$ cat config.mk
export PLATFORM = sky130hd
export DESIGN_NAME = sr_host
export DESIGN_NICKNAME = d
export VERILOG_FILES = /design/src/hw/sr_pkg.sv /design/src/hw/sr_host.sv
export SDC_FILE = /design/constraint.sdc
export NUM_CORES = 1
export LEC_CHECK = 0
export ABC_AREA = 1
export ABC_CLOCK_PERIOD_IN_PS = 1640
export BUFFER_PORTS_ARGS = -buffer_cell sky130_fd_sc_hd__buf_2
export CAP_MARGIN = 0
export CORE_UTILIZATION = 47
export DETAILED_ROUTE_END_ITERATION = 10
export PLACE_DENSITY = 0.73
export RECOVER_POWER = 25
export SYNTH_ARGS = -nofsm -noshare
export SYNTH_HDL_FRONTEND = slang
export SYNTH_SLANG_ARGS = --single-unit
$ cat constraint.sdc
create_clock -name clk -period 1.64 [get_ports clk]
set_clock_uncertainty 0.2 [all_clocks]
set_input_delay 0.164 -clock clk [delete_from_list [all_inputs] [get_ports clk]]
set_output_delay 0.164 -clock clk [all_outputs]
set_load 0.03 [all_outputs]
$ cat src/hw/sr_pkg.sv
/*
  Shared constants and carrier types for the host-side controller of a
  1K x 8 asynchronous static RAM.
  Assumes a single 250 MHz clock and a RAM wired straight to the pins.
*/
package sr_pkg;

  // ************************************************
  // array geometry
  // ************************************************
  localparam int ADDR_W = 10;
  localparam int DATA_W = 8;
  localparam int DEPTH  = 1024;

  // ************************************************
  // timing, slowest speed grade as default
  // ************************************************
  localparam int CLK_PS        = 4000;
  localparam int POWERUP_NS    = 500000;
  localparam int POWERUP_CYC   = (POWERUP_NS * 1000 + CLK_PS - 1) / CLK_PS;
  localparam int T_RC_NS       = 200;
  localparam int RD_CYC        = (T_RC_NS * 1000 + CLK_PS - 1) / CLK_PS;
  localparam int T_WP_NS       = 120;
  localparam int WP_CYC        = (T_WP_NS * 1000 + CLK_PS - 1) / CLK_PS;
  localparam int T_WC_NS       = 200;
  localparam int WC_CYC        = (T_WC_NS * 1000 + CLK_PS - 1) / CLK_PS;
  localparam int T_HZ_NS       = 60;
  localparam int HZ_CYC        = (T_HZ_NS * 1000 + CLK_PS - 1) / CLK_PS;
  localparam int CNT_W         = 20;

  // ************************************************
  // reset values of the pins
  // ************************************************
  localparam logic SEL_N_RST  = 1'b1;
  localparam logic OE_N_RST   = 1'b1;
  localparam logic WE_N_RST   = 1'b1;
  localparam logic VARIANT_B  = 1'b0;

  typedef struct packed {
    logic              write;
    logic [ADDR_W-1:0] addr;
    logic [DATA_W-1:0] wdata;
  } sr_req_type;

  typedef struct packed {
    logic              sel_n;
    logic              oe_n;
    logic              we_n;
    logic              ref_sel;
    logic [ADDR_W-1:0] addr;
  } sr_pins_type;

endpackage

$ cat src/hw/sr_host.sv
/*
  Host-side controller driving a 1K x 8 asynchronous static RAM through
  its select, output enable, write strobe, address and shared data pins.
  Assumes the RAM pins are wired directly and the data wire is resolved
  outside from dq_oe.
*/
module sr_host
  import sr_pkg::*;
#(
  parameter int POWERUP_CYCLES = POWERUP_CYC,
  parameter bit REF_VARIANT    = VARIANT_B
)
(
  input  wire logic               clk,
  input  wire logic               rst,
  input  wire sr_pkg::sr_req_type req,
  input  wire logic               req_valid,
  output logic                    req_ready,
  output logic                    rsp_valid,
  output logic [sr_pkg::DATA_W-1:0] rsp_data,
  output sr_pkg::sr_pins_type     pins,
  output logic [sr_pkg::DATA_W-1:0] dq_out,
  output logic                    dq_oe,
  input  wire logic [sr_pkg::DATA_W-1:0] dq_in
);
  import sr_pkg::*;

  typedef enum logic [2:0] {
    ST_POWERUP,
    ST_IDLE,
    ST_READ,
    ST_WRITE,
    ST_RECOVER
  } sr_state_type;

  sr_state_type     state;
  logic [CNT_W-1:0] count;
  logic             boot_done;
  logic             take;
  logic             rd_done;
  logic             wr_done;
  logic             rec_done;

  // ************************************************
  // phase decode
  // ************************************************
  // power-up wait ends
  assign boot_done = (state == ST_POWERUP) && (count == CNT_W'(POWERUP_CYCLES - 1));
  // only idle accepts; ready is high there and nowhere else
  assign take      = (state == ST_IDLE) && req_valid;
  // select held a full read cycle
  assign rd_done   = (state == ST_READ) && (count == CNT_W'(RD_CYC - 1));
  // strobe spans the whole write cycle, so select and
  // address also lead its end by more than their minimum
  assign wr_done   = (state == ST_WRITE) && (count == CNT_W'(WC_CYC - 1));
  // deselected long enough for the bus to float
  assign rec_done  = (state == ST_RECOVER) && (count == CNT_W'(HZ_CYC - 1));

  // ************************************************
  // sequencer
  // ************************************************
  always_ff @(posedge clk or posedge rst)
  begin
    if (rst)
    begin
      state <= ST_POWERUP;
    end
    else
    begin
      case (state)
        ST_POWERUP:
        begin
          if (boot_done)
          begin
            state <= ST_IDLE;
          end
        end
        ST_IDLE:
        begin
          if (take)
          begin
            state <= req.write ? ST_WRITE : ST_READ;
          end
        end
        ST_READ:
        begin
          if (rd_done)
          begin
            state <= ST_RECOVER;
          end
        end
        ST_WRITE:
        begin
          if (wr_done)
          begin
            state <= ST_RECOVER;
          end
        end
        ST_RECOVER:
        begin
          if (rec_done)
          begin
            state <= ST_IDLE;
          end
        end
        default:
        begin
          state <= ST_POWERUP;
        end
      endcase
    end
  end

  // ************************************************
  // phase counter
  // ************************************************
  // one counter times every phase but idle, where it holds; cleared on each phase change
  always_ff @(posedge clk or posedge rst)
  begin
    if (rst)
    begin
      count <= '0;
    end
    else if (boot_done || take || rd_done || wr_done || rec_done)
    begin
      count <= '0;
    end
    else if (state != ST_IDLE)
    begin
      count <= count + 1'b1;
    end
  end

  // ************************************************
  // request handshake
  // ************************************************
  always_ff @(posedge clk or posedge rst)
  begin
    if (rst)
    begin
      req_ready <= 1'b0;
    end
    else if (boot_done || rec_done)
    begin
      req_ready <= 1'b1;
    end
    else if (take)
    begin
      req_ready <= 1'b0;
    end
  end

  // ************************************************
  // read response
  // ************************************************
  always_ff @(posedge clk or posedge rst)
  begin
    if (rst)
    begin
      rsp_valid <= 1'b0;
      rsp_data  <= '0;
    end
    else
    begin
      rsp_valid <= rd_done;
      // sampled while the RAM still drives
      if (rd_done)
      begin
        rsp_data <= dq_in;
      end
    end
  end

  // ************************************************
  // control pins
  // ************************************************
  // strap held at its level in reset too, so it never toggles
  always_ff @(posedge clk or posedge rst)
  begin
    if (rst)
    begin
      pins <= '{sel_n: SEL_N_RST, oe_n: OE_N_RST, we_n: WE_N_RST,
                ref_sel: REF_VARIANT, addr: '0};
    end
    else
    begin
      pins.ref_sel <= REF_VARIANT;
      if (take)
      begin
        // address and select move on one edge
        pins.addr  <= req.addr;
        pins.sel_n <= 1'b0;
        pins.we_n  <= ~req.write;
        pins.oe_n  <= req.write;
      end
      else if (rd_done || wr_done)
      begin
        pins.sel_n <= 1'b1;
        pins.oe_n  <= 1'b1;
        pins.we_n  <= 1'b1;
      end
    end
  end

  // ************************************************
  // data bus
  // ************************************************
  // data held one beat past the strobe, then the bus is freed
  always_ff @(posedge clk or posedge rst)
  begin
    if (rst)
    begin
      dq_out <= '0;
      dq_oe  <= 1'b0;
    end
    else if (take && req.write)
    begin
      dq_out <= req.wdata;
      dq_oe  <= 1'b1;
    end
    else if (state == ST_RECOVER)
    begin
      dq_oe <= 1'b0;
    end
  end

endmodule

# Word level (Yosys, flattened, before mapping)
# Cells that the tools add are included.
dict set report word_totals {
  word_cells 59
  regBits 55
  output_inout_bits 33
}
dict set report op_classes {
  n_bitwise 1
  addsub 1
  mux 15
  eq_ne 13
  n_reduce_logical 18
}
# operator n
set ops {}
lappend ops {{$mux W20} 2}
lappend ops {{$mux W3} 7}
lappend ops {{$add A20 B1 Y20 const B} 1}
lappend ops {{$eq A20 B17 Y1 const B} 1}
lappend ops {{$eq A20 B4 Y1 const B} 1}
lappend ops {{$eq A20 B6 Y1 const B} 1}
lappend ops {{$pmux W3 S5} 1}
lappend ops {{$ne A2 B2 Y1 const B} 5}
lappend ops {{$reduce_bool A2 Y1} 4}
lappend ops {{$eq A3 B2 Y1 const B} 2}
lappend ops {{$logic_and A1 B1 Y1} 6}
lappend ops {{$logic_or A1 B1 Y1} 6}
lappend ops {{$mux W1} 5}
lappend ops {{$reduce_and A5 Y1} 1}
lappend ops {{$eq A3 B1 Y1 const B} 1}
lappend ops {{$eq A3 B3 Y1 const B} 1}
lappend ops {{$logic_not A3 Y1} 1}
lappend ops {{$ne A3 B1 Y1 const B} 1}
lappend ops {{$not A1 Y1} 1}

# Longest topological paths before layout
# Gate-level depths: netlist of the first run.
dict set report depth {
  ltp_word 7
  mapped_depth 10
}

# Least setup slack after synthesis of the first run
# No wires, ideal clock.
dict set report synth_timing {
  path_type {register -> register}
  startpoint {register count[0]}
  endpoint {register count[10]}
  n_path_buf 1
  path_slack_ns -0.033
  period_less_slack_ns 1.673
  arrival_ns 1.345
  path_stages_with_launch 10
  setup_time_ns 0.128
  path_cell_list {dfrtp_1 > ha_1 > inv_1 > nor3_2 > nand4_2 > nand2_2 > nor2_8 > inv_6 > buf_12 > nor2_4}
}
dict set report synth_between {
  elab_chain_len 7
}
# element line_no
set synth_rtl {}
lappend synth_rtl {{start: declaration} sr_host.sv:37} ;# logic [CNT_W-1:0] count;
lappend synth_rtl {{start signal: assignment} sr_host.sv:130} ;# count <= count + 1'b1;
lappend synth_rtl {{branches (longest 7 deep; another with $add A20 B1 Y20)} --}
# Several ways; the timed one is not identified. The select of a mux whose other input is x is not followed.
# A chain may end at the register's enable or synchronous reset.

# Worst setup path after layout of the first run
dict set report layout_timing {
  startpoint {register count[1]}
  endpoint {register pins[11] (netlist bit)}
}
dict set report layout_between {
  elab_chain_len 4
}
# element line_no
set layout_rtl {}
lappend layout_rtl {{$eq A20 B6 Y1 (*)} {sr_host.sv:52, sr_host.sv:55}}
lappend layout_rtl {{$logic_and A1 B1 Y1, on equally long branches} {sr_host.sv:52, sr_host.sv:55}}
lappend layout_rtl {{$logic_or A1 B1 Y1 (*)} sr_host.sv:196} ;# else if (rd_done || wr_done)
lappend layout_rtl {{$reduce_bool A2 Y1 (no source line) (*)} --}
lappend layout_rtl {{end signal: assignment} sr_host.sv:182} ;# pins <= '{sel_n: SEL_N_RST, oe_n: OE_N_RST, we_n: WE_N_RST,
lappend layout_rtl {{end: declaration} sr_host.sv:21} ;# output sr_pkg::sr_pins_type pins,
# Mark *: on every way between the ends. The rest lies on a longest branch, timed or not.

==> metrics.md, run 1 <==
| Metric | Value |
|---|---|
| Status | `finished, violations left` |
| Failing checks | `negative setup slack` |
| TritonCTS Buffers | `5` |
| Flop2flop setup slack | `-0.11 ns` |
| Iter 0 DRT Violations | `98` |
| Pins Over Slew Limit | `0` |
| Unique masters post-synth | `32` |
| Largest net degree at the start of global routing | `56` |
| Worst skew pair latency | `approximately 0.31 ns` |
| Setup CP Type | `flop to flop` |
| Crit end category | `flop` |
| Syn Nets | `just under 400` |
| Gpl congestion | `~0.84` |
| CP required | `~1.7 ns` |
| CTS clk-pin slew, worst paths | `~0.11 ns` |
| WHS Path Cells | `5` |
| Final hold vios | `0` |
| CP arrival | `1.79 ns` |
| Layout cells sized above 1 | `between 40 and 50%` |
| # DRC | `0` |
| Synth top area share | `a little under half` |
| # IOs | `63` |
| Worst-case hold slack | `approximately 0.067 ns` |
| Synth Warn # | `0` |
| Nets@finish | `roughly 540` |
| Rel. slew slack | `50.63%` |
| Setup violators final | `32` |
| Clock sink count | `55` |
| Power density over cell area | `roughly 570 mW/mm²` |
| Area Growth Syn to Fin | `48.05%` |
| Reg2reg end | `pins[11]` |
| WHS Endpoint | `count[0]` |
| CTS tree | `built` |
| Dpl hpwl | `between 4000 and 5000 µm` |
| Gr ovfl total | `0` |
| Register area share after synthesis | `about 48%` |
| Clock Path Buffers | `2` |
| Reg2reg start | `count[1]` |
| Crit path time final | `1.745 ns` |
| Count of buffers from port buffering | `61` |
| Worst Setup Slack, final | `-0.1052 ns` |
| Vias in the first global route | `just under 3000` |
| Maxcap violations | `0` |
| FMAX | `roughly 570 MHz` |
| Most frequent cells in the layout | `nand2_1, buf_2, buf_4` |
| Starting Density | `a little under 50%` |
| Top cells by area, synth | `dfrtp_1, nand2_1, nor2_4` |
| First-pass GRT wire length | `around 13000 µm` |
| Post-placement setup slack | `-0.1479 ns` |
| Root buf cell | `clkbuf_8` |
| Antenna Cells | `0` |
| Final Non-Filler Cells | `~580` |
| Syn Inst Count | `~360` |
| Post-Syn Area | `about 0.0029 mm²` |
| Vias | `~2800` |
| Rows | `28` |
| Hold Path Class | `primary input to flop` |
| Core Box Area | `between 0.005 and 0.006 mm²` |
| All-Layer GR Usage | `roughly 26%` |
| Initial antenna violation count | `0` |
| Die area | `about 0.0065 mm²` |
| Startpoint Class | `flop` |
| Htree depth | `2` |
| Post-Route WL | `about 7700 µm` |
| #FFs+latches synth | `55` |
| Utilization after layout | `between 70% and 80%` |
| CP max FO | `4` |
| R2R cell count | `10` |
| Commonest non-fill, non-tap cell in the layout | `nand2_1` |
| Avg Inst Size Synth | `roughly 8 µm²` |
| Die H | `80.39 µm` |
| Post-route ant nets | `0` |
| Fraction of the cycle the final worst path needs | `106.4%` |
| Via/cell ratio | `just under 5` |
| Worst-Margin Slew | `about 0.74 ns` |
| RSZ-0062 raised after global routing | `yes` |
| Cell taking the most area after synthesis | `dfrtp_1` |
| Pleak | `2.200 nW` |
| Worst vdd ir | `approximately 0.00048 V` |
| DIE WIDTH | `around 80 µm` |
| Hold Crit Start | `req_valid` |
| DP Cell Count | `around 530` |
| TritonRoute pass-1 iters | `4` |
| WL per Instance | `between 10 and 15 µm` |
-- cells by family after synthesis --
kind of cell / after synthesis / synth area share (%)
compound gates: 8 / 1.473
xor+xnor: 9 / 2.730
fa+ha+maj: 3 / 1.300
buf+inv: 42 / 6.542
flops: 55 / 47.79
other cells: 1 / 0.1299
simple gates: 237 / 40.04
-- sequential cells by signal (all words and copies together) (netlist names) --
signal     cells
count         20
rsp_data       8
state          3
req_ready      1
dq_oe          1
dq_out         8
rsp_valid      1
pins          13
-- metal layers --
metal / wire length [µm] / up-vias / track usage, %
met5: 0 / - / 0
met4: 132 / 0 / 10.00
met1: 3111 / 1332 / 30.54
met2: 4042 / 80 / 45.59
met3: 387 / 15 / 4.886
li1: - / 1383 / -
-- per-stage QoR --
step	power, mW	cell area, µm²	TNS (ns)
2_1_floorplan	1.514	2908	-0.01332
5_1_grt	2.537	4275	-4.097
6_report	2.446	4275	-1.912
4_1_cts	2.465	4141	-1.308
3_3_place_gp	1.585	3600	-0.9124
3_5_place_dp	1.588	3600	-2.072
-- worst max path at each step --
| stage | start | to | slack [ns] | cells past startpoint |
|---|---|---|---|---|
| detailed placement | count[0] | count[16] | -0.15 | 10 |
| floorplan | count[0] | count[16] | -0.008 | 10 |
| CTS | count[1] | count[19] | -0.09 | 9 |
| global placement | count[0] | count[16] | -0.11 | 10 |
| global route | count[1] | count[16] | -0.18 | 10 |
| finish | count[1] | pins[11] | -0.11 | 10 |
-- layout make-up --
type | instances | area, µm²
repair inverters | 1 | 5.005
repair buffers | 147 | 1035
clock inverters | 2 | 20.02
flip-flops and latches | 55 | 1385
multi-input cells | 259 | 1495
inverters | 37 | 158.9
well taps | 75 | 93.84
clock buffers | 6 | 82.58
fillers | 422 | 1645
-- critical path, stage by stage (launching register included) --
cell and delay [ns]:
dfrtp_2 0.48, inv_2 0.08, ha_2 0.16, nand2_2 0.06, nor2_4 0.13, nand4_4 0.11, nand2_4 0.12, buf_4 0.11
buf_4 0.09, nor2_1 0.03, nor2_1 0.11
-- report_power, final --
| group | leakage, nW | switching, mW | internal (mW) |
|---|---|---|---|
| Combinational | 1.48 | 0.124 | 0.0946 |
| Clock | 0.0533 | 0.476 | 0.357 |
| Sequential | 0.671 | 0.0133 | 1.38 |
| Total | 2.20 | 0.613 | 1.83 |
-- cell usage after synthesis --
| cell type | instances |
|---|---|
| nand2_4 | 2 |
| o21a_1 | 1 |
| dfrtp_1 | 52 |
| nand3_2 | 1 |
| conb_1 | 1 |
| nand3b_1 | 1 |
| nand2_1 | 135 |
| o21ai_0 | 5 |
| inv_1 | 26 |
| clkbuf_1 | 1 |
| buf_1 | 1 |
| a21oi_1 | 2 |
| inv_2 | 8 |
| nand4_4 | 1 |
| xnor2_1 | 2 |
| ha_1 | 3 |
| nand4_2 | 3 |
| nand3_1 | 20 |
| nor2_8 | 1 |
| nor2_4 | 14 |
| nor3_2 | 1 |
| inv_6 | 1 |
| nor2_2 | 10 |
| nor2_1 | 39 |
| buf_4 | 2 |
| nand2_2 | 5 |
| xor2_1 | 7 |
| buf_12 | 1 |
| nor3_1 | 2 |
| dfstp_2 | 3 |
| nand4_1 | 2 |
| clkinv_2 | 2 |
-- what timing repair did --
item                                   in CTS  in global routing
hold buffers                               28                  0
endpoints found under the hold margin      82                  0
pin swaps                                  17                 23
setup endpoints to repair                  30                 35
gates cloned                                2                  0
buffers inserted                            7                  8
gates resized for setup                    32                 27
(Power assumes the default switching activity.)
==> run 2: changes to the inputs <==
Settings changed: CORE_UTILIZATION 47 to 49, PLACE_DENSITY 0.73 to 0.76.
==> metrics.md, run 2 (synthesis gave the netlist of run 1 again) <==
| Metric | Value |
|---|---|
| Status | `finished, violations left` |
| Failing checks | `negative setup slack` |
| Fraction of the cycle the final worst path needs | `112.0% (+5.6 points)` |
| Crit path time final | `1.837 ns (+0.09183 ns)` |
| Htree depth | `2 (unchanged)` |
| CP max FO | `4 (unchanged)` |
| Power density over cell area | `559.0 mW/mm² (-2.3%)` |
| Commonest non-fill, non-tap cell in the layout | `nand2_1` |
| Nets@finish | `541 (+0.37%)` |
| Wire length on met1 | `3491 µm (+12%)` |
| Count of buffers from port buffering | `61 (unchanged)` |
| DIE WIDTH | `78.77 µm (-2.0%)` |
| Pins Over Slew Limit | `0 (unchanged)` |
| Core Box Area | `0.005608 mm² (-5.3%)` |
| All-Layer GR Usage | `27.17% (+1.4 points)` |
| Post-Route WL | `8987 µm (+17%)` |
| TritonRoute pass-1 iters | `5 (+1)` |
| Metal3 WL | `528 µm (+36%)` |
| Layout cells sized above 1 | `43.42% (-1.2 points)` |
| Post-route ant nets | `0 (unchanged)` |
| Max reg flops | `20 (unchanged)` |
| Fillcell total | `387 (-8.3%)` |
| Worst vdd ir | `0.0004574 V (-4.7%)` |
| Crit end category | `flop` |
| Most flop-heavy register | `count` |
| Starting Density | `51.49% (+2.7 points)` |
| Vias | `3027 (+7.7%)` |
| Worst Setup Slack, final | `-0.1970 ns (-0.09183 ns)` |
| Hold Path Class | `primary input to flop` |
| Rel. slew slack | `50.92% (+0.29 points)` |
| FMAX | `544.4 MHz (-5.0%)` |
| Root buf cell | `clkbuf_8` |
| Post-layout total power | `2.393 mW (-2.2%)` |
| Area Growth Syn to Fin | `48.27%` |
| Largest net degree at the start of global routing | `22 (-61%)` |
| Antenna Cells | `0 (unchanged)` |
| Vias in the first global route | `2894 (+0.28%)` |
| Clock Path Buffers | `2 (unchanged)` |
| Uppermost routed layer | `met4` |
| Met2 Wirelength | `4661 µm (+15%)` |
| Final hold vios | `0 (unchanged)` |
| Fin Setup TNS | `-3.968 ns (-2.056 ns)` |
| First-pass GRT wire length | `13110 µm (+3.6%)` |
| Initial antenna violation count | `0 (unchanged)` |
| Pleak | `2.200 nW (about the same)` |
| TritonCTS Buffers | `5 (unchanged)` |
| WL per Instance | `15.47 µm (+17%)` |
| Post-placement setup slack | `-0.1624 ns (-0.01448 ns)` |
| Top flop regs | `count (20), pins (13)` |
| Setup CP Type | `flop to flop` |
| Setup violators final | `34 (+6.3%)` |
| # IOs | `63 (unchanged)` |
| Gr ovfl total | `0 (unchanged)` |
| Die area | `0.006205 mm² (-4.0%)` |
| CP arrival | `1.85 ns (+0.06 ns)` |
| Rows | `27 (-3.6%)` |
| Gpl congestion | `0.8703 (+3.8%)` |
| Clock sink count | `55 (unchanged)` |
| Utilization after layout | `76.35% (+4.1 points)` |
| Worst skew pair latency | `0.32 ns (about the same)` |
| Die H | `78.77 µm (-2.0%)` |
| CTS tree | `built` |
| RSZ-0062 raised after global routing | `yes` |
| Iter 0 DRT Violations | `314 (+220%)` |
| CP required | `1.65 ns (-0.04 ns)` |
| Via/cell ratio | `5.210 (+7.9%)` |
| Maxcap violations | `0 (unchanged)` |
| CTS clk-pin slew, worst paths | `0.11 ns (about the same)` |
| Most frequent cells in the layout | `nand2_1, buf_2, buf_4` |
| Dpl hpwl | `4953 µm (+3.0%)` |
| Worst-Margin Slew | `0.7322 ns (-0.008304 ns)` |
| # DRC | `0 (unchanged)` |
| Startpoint Class | `flop` |
run 2: changes by cell type in the layout (fill, tap and decap cells not counted), moves of 2 or more:
cell / previous run / this run
buf_2: 60 / 62
buf_4: 53 / 55
nand2_1: 120 / 127
nand2_2: 20 / 12
nand3_2: 6 / 4
o21ai_1: 0 / 2
run 2: final timing paths:
path	start	endpoint	slack (ns)	depth (start not counted)
max reg2reg	count[16]	state[0]	-0.20	8
max in group asynchronous	rst	count[0]	0.17	4
min reg2reg	dq_out[6]	dq_out[6]	0.28	2
max	count[16]	state[0]	-0.20	8
min	req_valid	count[18]	0.07	5
min in group asynchronous	rst	state[1]	0.26	3
run 2: critical path: stages, from the launching register on:
cell and delay [ns]:
dfrtp_1 0.48, inv_1 0.16, nor3_4 0.24, buf_4 0.15, nand3_2 0.07, nand2_1 0.07
nand2_1 0.09, o21ai_1 0.20, nand2_1 0.08
run 2: stage by stage:
stage,hold WS [ns],instance area [µm²],instances
after global placement,-0.02988,3596,526
after global routing,0.05963,4282,581
after floorplan,0.03702,2908,355
after CTS,0.04454,4111,570
final,0.07228,4282,581
after detailed placement,-0.02532,3596,526
run 2: power breakdown:
part | switching, mW | internal, mW
clock | 0.467 | 0.307
combinational | 0.128 | 0.0963
sequential | 0.0134 | 1.38
run 2: layer usage:
metal,up-vias,GRT usage (%)
met4,0,7.778
met5,-,0
met3,35,4.828
li1,1392,-
met2,148,48.09
met1,1452,33.84
run 2: what timing repair did:
item / 4_1_cts / 5_1_grt
setup endpoints to repair: 31 / 51
gates cloned: 3 / 1
endpoints found under the hold margin: 80 / 0
hold buffers: 27 / 0
setup buffers: 6 / 10
pin swaps: 18 / 22
gates resized for setup: 28 / 27
run 2: layout make-up:
cell class	count	area, µm²	share of cell area (%)
multi-input cells	259	1513	35.33
flip-flops and latches	55	1385	32.35
repair buffers	148	1035	24.17
inverters	37	156.4	3.653
well taps	72	90.09	2.104
clock buffers	5	68.82	1.607
clock inverters	3	22.52	0.5260
repair inverters	2	11.26	0.2630
